===== src/agiod_pkg.sv =====
// Constants and types shared by the address generation and port decode block
package agiod_pkg;

  localparam logic [31:0] PHYS_MASK_NARROW = 32'h00ff_ffff;
  localparam logic [31:0] PHYS_MASK_WIDE   = 32'hffff_ffff;
  localparam logic [31:0] COPRO_BASE_NARROW = 32'h0080_00f8;
  localparam logic [31:0] COPRO_BASE_WIDE   = 32'h8000_00f8;
  localparam logic [15:0] CFG_INDEX_PORT   = 16'h0022;
  localparam logic [15:0] CFG_DATA_PORT    = 16'h0023;
  localparam logic [7:0]  CFG_INDEX_FIRST  = 8'hc0;
  localparam logic [7:0]  CFG_INDEX_LAST   = 8'hcf;
  localparam int          CFG_REG_COUNT    = 16;
  localparam logic [7:0]  CFG_RESET_VALUE  = 8'h00;
  localparam logic [2:0]  STACK_POINTER_SEL = 3'h4;
  localparam logic [3:0]  REAL_SHIFT_ZEROS = 4'h0;
  localparam int          REAL_TOP_BIT     = 20;

  localparam logic [1:0] SIZE_BYTE  = 2'h0;
  localparam logic [1:0] SIZE_WORD  = 2'h1;
  localparam logic [1:0] SIZE_DWORD = 2'h2;
  localparam logic [3:0] BE_BYTE    = 4'h1;
  localparam logic [3:0] BE_WORD    = 4'h3;
  localparam logic [3:0] BE_DWORD   = 4'hf;

  typedef enum logic [1:0] {
    AGIOD_OP_MEM,
    AGIOD_OP_IO,
    AGIOD_OP_COPRO
  } agiod_op_e;

endpackage : agiod_pkg


===== src/agiod_ea_if.sv =====
// Operand fields and effective address between the decode top and the address adder
`timescale 1ns/10ps
interface agiod_ea_if;
  logic [31:0] base_val;
  logic [31:0] index_val;
  logic [2:0]  index_sel;
  logic [1:0]  scale;
  logic [31:0] disp;
  logic        has_base;
  logic        has_index;
  logic        has_disp;
  logic [31:0] ea;
  logic        form_ok;

  modport core (output base_val, index_val, index_sel, scale, disp,
                output has_base, has_index, has_disp,
                input  ea, form_ok);
  modport unit (input  base_val, index_val, index_sel, scale, disp,
                input  has_base, has_index, has_disp,
                output ea, form_ok);
endinterface : agiod_ea_if


===== src/agiod_top.sv =====
// Address generation, memory/I-O cycle steering and configuration port decode
// Summary of operation
// Narrow variant keeps physical memory addresses within a 24-bit, 16-megabyte range.
// Wide variant drives physical memory addresses across the full 32-bit range.
// I/O space is 64 kilobytes, reached with byte, word or dword transfers.
// Coprocessor opcodes access an eight-port window in upper I/O space.
// Port input and output cycles drive the memory/I-O select low.
// Port accesses drive the upper eight address lines to zero.
// Index written to config_index_port, then data moved through config_data_port.
// Hits on on-chip configuration registers finish internally, no external cycle.
// Data-port access without fresh index write goes off-chip, registers unchanged.
// Index write outside C0h..CFh goes off-chip and arms nothing.
// Reads of the index port always go to the external bus.
// Multi-byte operands are little-endian, addressed by their lowest byte.
// Effective address sums optional base from eight registers, scaled index, displacement.
// Index from any register but the stack pointer, scaled by 1, 2, 4, 8.
// Displacement of up to 32 bits is the third addend.
// Exactly nine operand forms are accepted; others fault.
// Real mode address is segment shifted left four plus 16-bit offset.
// Real mode 21-bit sum, carry included, is zero-extended to the bus width.
// Real mode access beyond one megabyte raises segment limit overrun.
// Real mode carry is kept as a twenty-first address bit.
// Effective address summation wraps modulo two to the thirty-second.
`timescale 1ns/10ps
module agiod_top
  import agiod_pkg::*;
#(
  parameter bit WIDE_BUS = 1'b1
)
(
  input  wire logic        clk,
  input  wire logic        rst_n,
  input  wire logic        req_valid,
  input  wire agiod_op_e   req_op,
  input  wire logic        req_write,
  input  wire logic [1:0]  req_size,
  input  wire logic [31:0] req_wdata,
  input  wire logic [15:0] req_port,
  input  wire logic        req_real_mode,
  input  wire logic        req_limit_check,
  input  wire logic [15:0] req_segment,
  input  wire logic [31:0] req_base_val,
  input  wire logic [31:0] req_index_val,
  input  wire logic [2:0]  req_index_sel,
  input  wire logic [1:0]  req_scale,
  input  wire logic [31:0] req_disp,
  input  wire logic        req_has_base,
  input  wire logic        req_has_index,
  input  wire logic        req_has_disp,
  output logic             req_ready,
  output logic             rsp_done,
  output logic [31:0]      rsp_rdata,
  output logic             rsp_limit_fault,
  output logic             rsp_form_fault,
  output logic             ext_start,
  output logic [31:0]      ext_addr,
  output logic             ext_mem_sel,
  output logic             ext_write,
  output logic [3:0]       ext_byte_en,
  output logic [31:0]      ext_wdata,
  input  wire logic        ext_done,
  input  wire logic [31:0] ext_rdata
);

  typedef enum logic [0:0] {
    AGIOD_IDLE,
    AGIOD_WAIT
  } agiod_state_e;

  agiod_ea_if ea_bus ();

  agiod_ea_unit u_ea (
    .ea_bus (ea_bus)
  );

  assign ea_bus.base_val  = req_base_val;
  assign ea_bus.index_val = req_index_val;
  assign ea_bus.index_sel = req_index_sel;
  assign ea_bus.scale     = req_scale;
  assign ea_bus.disp      = req_disp;
  assign ea_bus.has_base  = req_has_base;
  assign ea_bus.has_index = req_has_index;
  assign ea_bus.has_disp  = req_has_disp;

  agiod_state_e state_ff;
  logic         ready_ff;
  logic         done_ff;
  logic [31:0]  rdata_ff;
  logic         limit_fault_ff;
  logic         form_fault_ff;
  logic         start_ff;
  logic [31:0]  addr_ff;
  logic         mem_sel_ff;
  logic         write_ff;
  logic [3:0]   byte_en_ff;
  logic [31:0]  wdata_ff;
  logic         armed_ff;
  logic [3:0]   arm_idx_ff;
  logic [7:0]   cfg_mem [CFG_REG_COUNT];
  logic         done_meta_ff;
  logic         done_sync_ff;
  logic         done_prev_ff;
  logic [31:0]  rdata_meta_ff;
  logic [31:0]  rdata_sync_ff;

  logic         take;
  logic [20:0]  real_sum;
  logic [31:0]  nxt_addr;
  logic         nxt_mem_sel;
  logic [3:0]   size_be;
  logic         idx_in_range;
  logic         hit_index_wr;
  logic         hit_data;
  logic         go_internal;
  logic         limit_err;
  logic         form_err;
  logic         ext_finish;

  assign take = req_valid && ready_ff && state_ff == AGIOD_IDLE;

  // Segment shifted four places plus offset; the 21-bit width keeps the carry
  assign real_sum = {1'b0, req_segment, REAL_SHIFT_ZEROS}
                  + {5'h00, ea_bus.ea[15:0]};

  always_comb
  begin
    nxt_addr    = 32'h0000_0000;
    nxt_mem_sel = 1'b1;
    if (req_op == AGIOD_OP_IO)
    begin
      nxt_addr    = {16'h0000, req_port};
      nxt_mem_sel = 1'b0;
    end
    else if (req_op == AGIOD_OP_COPRO)
    begin
      nxt_addr    = (WIDE_BUS ? COPRO_BASE_WIDE : COPRO_BASE_NARROW)
                  | {29'h0000_0000, req_port[2:0]};
      nxt_mem_sel = 1'b0;
    end
    else if (req_real_mode)
    begin
      nxt_addr = {11'h000, real_sum};
    end
    else
    begin
      nxt_addr = ea_bus.ea & (WIDE_BUS ? PHYS_MASK_WIDE : PHYS_MASK_NARROW);
    end
  end

  always_comb
  begin
    if (req_size == SIZE_BYTE)
      size_be = BE_BYTE;
    else if (req_size == SIZE_WORD)
      size_be = BE_WORD;
    else
      size_be = BE_DWORD;
  end

  assign idx_in_range = req_wdata[7:0] >= CFG_INDEX_FIRST
                     && req_wdata[7:0] <= CFG_INDEX_LAST;
  // Reads of the index port never qualify, so they always fall through to the bus
  assign hit_index_wr = req_op == AGIOD_OP_IO && req_port == CFG_INDEX_PORT
                     && req_write && idx_in_range;
  assign hit_data     = req_op == AGIOD_OP_IO && req_port == CFG_DATA_PORT && armed_ff;
  assign go_internal  = hit_index_wr || hit_data;
  assign limit_err    = req_op == AGIOD_OP_MEM && req_real_mode && req_limit_check
                     && real_sum[REAL_TOP_BIT];
  assign form_err     = req_op == AGIOD_OP_MEM && !ea_bus.form_ok;
  assign ext_finish   = state_ff == AGIOD_WAIT && done_sync_ff && !done_prev_ff;

  // Bus handshake and read data come from pins, so both are synchronised first
  always_ff @(posedge clk)
  begin
    if (!rst_n)
    begin
      done_meta_ff  <= 1'b0;
      done_sync_ff  <= 1'b0;
      done_prev_ff  <= 1'b0;
      rdata_meta_ff <= 32'h0000_0000;
      rdata_sync_ff <= 32'h0000_0000;
    end
    else
    begin
      done_meta_ff  <= ext_done;
      done_sync_ff  <= done_meta_ff;
      done_prev_ff  <= done_sync_ff;
      rdata_meta_ff <= ext_rdata;
      rdata_sync_ff <= rdata_meta_ff;
    end
  end

  always_ff @(posedge clk)
  begin
    if (!rst_n)
    begin
      state_ff <= AGIOD_IDLE;
      ready_ff <= 1'b0;
    end
    else
    begin
      case (state_ff)
        AGIOD_IDLE:
        begin
          ready_ff <= 1'b1;
          if (take && !go_internal && !limit_err && !form_err)
          begin
            state_ff <= AGIOD_WAIT;
            ready_ff <= 1'b0;
          end
        end
        AGIOD_WAIT:
        begin
          if (ext_finish)
          begin
            state_ff <= AGIOD_IDLE;
            ready_ff <= 1'b1;
          end
        end
        default:
        begin
          state_ff <= AGIOD_IDLE;
        end
      endcase
    end
  end

  // External cycle launch; byte lanes follow the low address bits, lowest byte first
  always_ff @(posedge clk)
  begin
    if (!rst_n)
    begin
      start_ff   <= 1'b0;
      addr_ff    <= 32'h0000_0000;
      mem_sel_ff <= 1'b1;
      write_ff   <= 1'b0;
      byte_en_ff <= 4'h0;
      wdata_ff   <= 32'h0000_0000;
    end
    else
    begin
      start_ff <= take && !go_internal && !limit_err && !form_err;
      if (take && !go_internal && !limit_err && !form_err)
      begin
        addr_ff    <= nxt_addr;
        mem_sel_ff <= nxt_mem_sel;
        write_ff   <= req_write;
        // Operands crossing a dword boundary lose their upper lanes; the core must split them
        byte_en_ff <= size_be << nxt_addr[1:0];
        wdata_ff   <= req_wdata << {nxt_addr[1:0], 3'h0};
      end
    end
  end

  // Index arming: one valid index write enables exactly one data-port access
  always_ff @(posedge clk)
  begin
    if (!rst_n)
    begin
      armed_ff   <= 1'b0;
      arm_idx_ff <= 4'h0;
    end
    else if (take && req_op == AGIOD_OP_IO && req_port == CFG_INDEX_PORT && req_write)
    begin
      armed_ff   <= idx_in_range;
      arm_idx_ff <= req_wdata[3:0];
    end
    else if (take && hit_data)
    begin
      armed_ff <= 1'b0;
    end
  end

  genvar gi;
  generate
    for (gi = 0; gi < CFG_REG_COUNT; gi++)
    begin : g_cfg
      always_ff @(posedge clk)
      begin
        if (!rst_n)
          cfg_mem[gi] <= CFG_RESET_VALUE;
        else if (take && hit_data && req_write && arm_idx_ff == 4'(gi))
          cfg_mem[gi] <= req_wdata[7:0];
      end
    end
  endgenerate

  // Answer to the core: internal hits and faults finish in one cycle
  always_ff @(posedge clk)
  begin
    if (!rst_n)
    begin
      done_ff        <= 1'b0;
      rdata_ff       <= 32'h0000_0000;
      limit_fault_ff <= 1'b0;
      form_fault_ff  <= 1'b0;
    end
    else
    begin
      done_ff        <= (take && (go_internal || limit_err || form_err)) || ext_finish;
      limit_fault_ff <= take && limit_err && !form_err;
      form_fault_ff  <= take && form_err;
      if (take && hit_data && !req_write)
        rdata_ff <= {24'h00_0000, cfg_mem[arm_idx_ff]};
      else if (take)
        rdata_ff <= 32'h0000_0000;
      else if (ext_finish)
        rdata_ff <= write_ff ? 32'h0000_0000
                  : rdata_sync_ff >> {addr_ff[1:0], 3'h0};
    end
  end

  assign req_ready       = ready_ff;
  assign rsp_done        = done_ff;
  assign rsp_rdata       = rdata_ff;
  assign rsp_limit_fault = limit_fault_ff;
  assign rsp_form_fault  = form_fault_ff;
  assign ext_start       = start_ff;
  assign ext_addr        = addr_ff;
  assign ext_mem_sel     = mem_sel_ff;
  assign ext_write       = write_ff;
  assign ext_byte_en     = byte_en_ff;
  assign ext_wdata       = wdata_ff;

endmodule : agiod_top


===== src/agiod_ea_unit.sv =====
// Effective address adder: base plus scaled index plus displacement
`timescale 1ns/10ps
module agiod_ea_unit
  import agiod_pkg::*;
(
  agiod_ea_if.unit ea_bus
);

  logic [31:0] base_term;
  logic [31:0] index_term;
  logic [31:0] disp_term;

  always_comb
  begin
    base_term  = ea_bus.has_base ? ea_bus.base_val : 32'h0000_0000;
    // Scale is a shift of 0..3, so the scaled index wraps at 32 bits like the sum
    index_term = ea_bus.has_index ? (ea_bus.index_val << ea_bus.scale) : 32'h0000_0000;
    disp_term  = ea_bus.has_disp ? ea_bus.disp : 32'h0000_0000;
  end

  // Carry past bit 31 is dropped by the 32-bit result width
  assign ea_bus.ea = base_term + index_term + disp_term;

  // Only the nine legal operand forms; an index never comes alone, never from the stack pointer
  assign ea_bus.form_ok = (ea_bus.has_base || ea_bus.has_disp)
                       && !(ea_bus.has_index && ea_bus.index_sel == STACK_POINTER_SEL)
                       && (ea_bus.has_index || ea_bus.scale == 2'h0);

endmodule : agiod_ea_unit


===== config.mk =====
export PLATFORM = sky130hd
export DESIGN_NAME = agiod_top
export DESIGN_NICKNAME = d
export VERILOG_FILES = /design/src/agiod_pkg.sv /design/src/agiod_ea_if.sv /design/src/agiod_top.sv /design/src/agiod_ea_unit.sv
export SDC_FILE = /design/constraint.sdc
export NUM_CORES = 1
export LEC_CHECK = 0
export BUFFER_PORTS_ARGS = -buffer_cell sky130_fd_sc_hd__clkbuf_2
export CORE_UTILIZATION = 30
export DETAILED_ROUTE_END_ITERATION = 8
export GPL_TIMING_DRIVEN = 0
export SLEW_MARGIN = 20
export SYNTH_ARGS = -nofsm -noshare
export SYNTH_HDL_FRONTEND = slang
export SYNTH_SLANG_ARGS = --single-unit
export TNS_END_PERCENT = 100

===== constraint.sdc =====
create_clock -name clk -period 9.7 [get_ports clk]
set_clock_uncertainty 0.15 [all_clocks]
set_input_delay 1.455 -clock clk [delete_from_list [all_inputs] [get_ports clk]]
set_output_delay 1.455 -clock clk [all_outputs]
set_load 0.01 [all_outputs]

# ---- Word level (Yosys, flattened, before mapping)
# Memory sizes are Yosys's and may differ from the RTL's. A register that Yosys moved wholly into a read port is not among the register bits.
# Cells that the tools add are included.
dict set report op_classes {
  add_sub_neg 3
  bitwise_logic 18
  n_lt_le_gt_ge 2
  n_shift 4
  mux 89
  n_reduce_logical 66
  eq_ne 22
}
# cell count
set ops {}
lappend ops {{$mux 32} 7}
lappend ops {{$mux 8} 19}
lappend ops {{$add 32x32->32} 2}
lappend ops {{$mux 1} 57}
lappend ops {{$logic_and 1x1->1} 46}
lappend ops {{$eq 16x6->1 const B} 2}
lappend ops {{$eq 4x4->1 const B} 8}
lappend ops {{$shl 32x2->32} 1}
lappend ops {{$shl 32x5->32} 1}
lappend ops {{$shr 32x5->32} 1}
lappend ops {{$add 20x16->21} 1}
lappend ops {{$eq 4x3->1 const B} 4}
lappend ops {{$mux 4} 4}
lappend ops {{$or 1x1->1} 16}
lappend ops {{$eq 4x2->1 const B} 2}
lappend ops {{$ge 8x8->1 const B} 1}
lappend ops {{$le 8x8->1 const B} 1}
lappend ops {{$logic_not 1->1} 7}
lappend ops {{$logic_not 2->1} 3}
lappend ops {{$logic_or 1x1->1} 6}
lappend ops {{$eq 2x1->1 const B} 2}
lappend ops {{$eq 4x1->1 const B} 1}
lappend ops {{$logic_not 4->1} 1}
lappend ops {{$pmux 1 s2} 2}
lappend ops {{8 further kinds} 9}
dict set report word_totals {
  ff_bits 180
  out_inout_bits 107
  ram_bits 128
  in_bits 211
  mem_count 1
}
# name words width rd rd_ports_with_merged_regs wr line_no
set memory_table {}
lappend memory_table {cfg_mem 16 8 1 1 16 agiod_top.sv:99} ;# logic [7:0] cfg_mem [CFG_REG_COUNT];

# ---- Depth between registers and ports, before layout
dict set report depth {
  word_depth 11
  mapped_depth 25
  depth_no_buf 22
}

# ---- By module
# A second synthesis with hierarchy kept.
dict set report hier_totals {
  hier_cells 1750
  area_unflattened_um2 17872.1
}
# mod n_inst area_per_inst_um2 cells_each
set modules_own_cells {}
lappend modules_own_cells {agiod_top 1 14131.1 1264}
lappend modules_own_cells {agiod_ea_unit 1 3741.1 486}

# ---- Worst setup path after synthesis
# Ideal clock, no wire load.
dict set report synth_path {
  kind {input to register}
  startpoint {in req_scale[0]}
  endpoint {reg addr_ff[15], in the netlist ext_addr[15]}
  slack_ns 2.996
  arrival_ns 6.430
  n_path_buf 5
  path_stages 24
  setup_time_ns 0.124
  cell_sequence {buf_2 > buf_1 > buf_1 > mux2i_1 > nand2_1 > nand3_1 > fa_1 > inv_1 > ha_1 > buf_2 > and4_1 > and4_1 > o21ai_1 > nand4_1 > xor2_1 > ha_1 > nand2_1 > nor2_1 > a211oi_1 > o31ai_4 > a211o_4 > buf_2 > a221oi_1 > a21oi_1}
}
dict set report synth_via {
  elab_chain_cells 9
}
# item line_no
set synth_lines {}
lappend synth_lines {{start: declaration} agiod_top.sv:45} ;# input wire logic [1:0] req_scale,
lappend synth_lines {{branches (longest 9 deep; another with $add 32x32->32)} -}
lappend synth_lines {{end signal: assignment} agiod_top.sv:245} ;# addr_ff <= nxt_addr;
lappend synth_lines {{end: declaration} agiod_top.sv:92} ;# logic [31:0] addr_ff;
# Several ways; the timed one is not identified.
# A chain may end at the register's enable or synchronous reset.

# ---- Final worst setup path
dict set report layout_path {
  startpoint {in req_scale[0]}
  endpoint {reg addr_ff[21], in the netlist ext_addr[21]}
}
dict set report layout_via {
  elab_chain_cells 9
}
# item line_no
set layout_lines {}
lappend layout_lines {{$shl 32x2->32} agiod_ea_unit.sv:17} ;# index_term = ea_bus.has_index ? (ea_bus.index_val << ea_bus.scale) : 32'h0000_0000;
lappend layout_lines {{$mux 32} agiod_ea_unit.sv:17}
lappend layout_lines {{$add 32x32->32 (2 in a row)} agiod_ea_unit.sv:22} ;# assign ea_bus.ea = base_term + index_term + disp_term;
lappend layout_lines {{$add 20x16->21} agiod_top.sv:123} ;# + {5'h00, ea_bus.ea[15:0]};
lappend layout_lines {{$logic_and 1x1->1} agiod_top.sv:168} ;# && real_sum[REAL_TOP_BIT];
lappend layout_lines {{$logic_not 1->1} agiod_top.sv:243} ;# if (take && !go_internal && !limit_err && !form_err)
lappend layout_lines {{$logic_and 1x1->1 (2 in a row)} agiod_top.sv:243}
# Parallel ways exist; a longest one is shown, timed or not.

==> flow_summary.json <==
{
  "ioPinCount": 318,
  "grt_antenna_before_repair": 13,
  "worstPathArrival_ns": 7.83,
  "first_iter_violations": 852,
  "fin_crit_ns": 7.51,
  "cts_buffers": 34,
  "reg2reg_depth": 6,
  "required_ns": 10.02,
  "via_per_inst": 4.99,
  "syn_avg_cell_area_um2": 9.75,
  "grt_pass1_wl_mm": 87.9,
  "synth_edf_count": 128,
  "ir_worst_vdd_mv": 0.0875,
  "crit_type": "in2reg",
  "synth-seq-cells": 312,
  "fp.dieW_um": 243,
  "detail-route-antenna-nets": 0,
  "cp_max_fo": 10,
  "hold_depth": 1,
  "cts_tree": "done",
  "synthCells": 1781,
  "multi_input_area_um2": 9060,
  "dp_hpwl_mm": 48.0,
  "power_density_nw_per_um2": 174,
  "drc": 0,
  "worst_pin_slew_ns": 1.02,
  "synth_top_flop_cell": "dfxtp_1",
  "track_usage": 0.197,
  "global_route.overflow_total": 0,
  "cts_setup_buffers": 0,
  "grt_start_max_net_pins": 16,
  "synth.distinct_cells": 75,
  "first_pass_iters": 5,
  "cts_resized": 0,
  "vias": 14542,
  "rsz0062_at_grt": "false",
  "rows": 87,
  "cts_buffer_depth": 3,
  "htreeDepth": 2,
  "syn_area_um2": 17400,
  "cts_hold_buffers": 0,
  "maxSlewHeadroom": 0.316,
  "critPathCaptureType": "register",
  "setup_viol": 0,
  "drive_gt1_frac": 0.223,
  "startpoint_type": "primary input",
  "finalHoldViolCount": 0,
  "port-buffer-count": 311,
  "worst_slack_ns": 2.19,
  "first_global_vias": 14562,
  "clk-insertion-delay-late_ns": 0.54,
  "fillers": 5740,
  "reg2reg_slack_ns": 6.56,
  "root_buffer": "clkbuf_16",
  "fmax_ghz": 0.133,
  "status": "completed",
  "gp_congestion": 0.920,
  "wl_per_cell_um": 20.6,
  "synth_fp_nets": 2074,
  "path_clk_slew_ns": 0.06,
  "hold_path_class": "reg2reg",
  "cts_num_sinks": 312,
  "dieArea_um2": 58900,
  "fin_nets": 2421,
  "core_um2": 56800,
  "drt-total-wl_mm": 59.9,
  "pre_cts_ws_ns": 1.63,
  "slew_viol_final": 0,
  "synthArstFlopShare": 0,
  "period_share": 0.774,
  "p_leak_nw": 8.71,
  "yosys_warnings": 0,
  "area_growth_pct": 21.3,
  "register_area_um2": 7530,
  "cap_violations": 0,
  "fin_setup_tns_ns": 0,
  "synth_seq_area_share": 0.433,
  "die_h_um": 243,
  "start_util": 0.306
}
-- final timing paths --
path,start,endpoint
max,req_scale[0],ext_addr[21]
min,done_meta_ff,done_sync_ff
max reg2reg,state_ff,cfg_mem[5][5]
min reg2reg,done_meta_ff,done_sync_ff
-- layout by cell type (no fill, tap or decap), types with 21 or more instances in the layout --
cell type  instances
ha_1              49
and2_1           206
o21ai_0           41
mux4_2            44
inv_1             72
nand3_1           73
clkbuf_16         36
nor2_1           112
a21oi_1          105
fa_1              33
o21ai_1           21
dfxtp_1          184
clkbuf_1          87
xor2_1            22
clkbuf_2         311
nor3_1            25
nand2_1          246
edfxtp_1         128
mux2i_1           56
o211ai_1          25
-- flip-flops by register name, indices dropped and copies added (netlist names), 4 cells and up, named ones only --
| signal | flops |
|---|---|
| ext_addr | 32 |
| arm_idx_ff | 4 |
| rdata_sync_ff | 32 |
| ext_byte_en | 4 |
| rdata_meta_ff | 32 |
| rsp_rdata | 32 |
| ext_wdata | 32 |
| cfg_mem | 128 |
-- power by group --
| part | switching, mW | total (mW) | leakage [nW] | internal [mW] |
|---|---|---|---|---|
| logic | 0.520 | 0.850 | 5.41 | 0.330 |
| clock network | 0.551 | 1.37 | 0.574 | 0.815 |
| registers | 0.0268 | 1.45 | 2.73 | 1.42 |
-- cell families after synthesis --
kind of cell,Yosys count,synth area share
AND/OR/NAND/NOR,733,0.208
buffers and inverters,185,0.0457
XOR/XNOR,41,0.0207
AO/OA/AOI/OAI,308,0.116
multiplexers,120,0.103
flip-flops,312,0.433
adder cells (fa/ha/maj),82,0.0733
-- per-stage QoR --
step	cells	power (mW)	instance area, um2	hold slack [ns]	utilization
2_1_floorplan	1781	2.04	17400	0.262	-
3_3_place_gp	2848	2.31	19900	0.265	0.350
3_5_place_dp	2848	2.32	19900	0.269	0.350
4_1_cts	2909	3.69	21100	0.281	0.371
5_1_grt	2909	3.82	21100	0.291	0.371
6_report	2914	3.67	21100	0.272	0.371
-- cell usage after synthesis, types with 25 or more instances --
master,number,area (um2)
mux2i_1,56,561
nor3_1,25,125
nor2_1,112,420
and2_1,206,1290
edfxtp_1,128,3840
a21oi_1,105,526
dfxtp_1,184,3680
inv_1,72,270
o21ai_0,57,285
fa_1,33,661
nand3_1,73,365
mux4_2,44,991
o211ai_1,25,188
ha_1,49,613
nand2_1,246,923
clkbuf_1,79,297
-- critical path, stage by stage --
cell      delay, ns
buf_2          0.17
buf_1          0.54
buf_1          0.65
mux2i_1        0.21
nand2_1        0.11
nand3_1        0.11
fa_1           0.54
inv_1          0.04
ha_1           0.27
buf_2          0.17
and4_1         0.22
and4_1         0.20
o21ai_1        0.25
nand4_1        0.17
xor2_1         0.34
ha_1           0.36
nand2_1        0.17
nor2_1         0.07
a211oi_1       0.37
o31ai_4        0.20
a211oi_2       0.37
buf_6          0.23
buf_4          0.25
nand3_1        0.16
a21oi_1        0.19
-- layer usage --
| metal | global-route usage | routed length (um) | vias to the layer above |
|---|---|---|---|
| met5 | 0 | 100 | - |
| met4 | 0.0670 | 1840 | 16 |
| met3 | 0.0531 | 4430 | 109 |
| met2 | 0.342 | 29400 | 467 |
| met1 | 0.233 | 24100 | 7039 |
| li1 | - | - | 6911 |
-- cell type report --
| cell class | count | area share |
|---|---|---|
| Clock buffer | 47 | 0.0462 |
| Clock inverter | 14 | 0.00944 |
| Timing Repair Buffer | 311 | 0.0739 |
| Inverter | 73 | 0.0130 |
| Tap cell | 756 | 0.0449 |
| Sequential cell | 312 | 0.357 |
| Antenna cell | 5 | 0.000594 |
| Multi-Input combinational cell | 1284 | 0.430 |
| Buffer | 112 | 0.0246 |
Note: power is estimated with default switching activity, not from simulation.
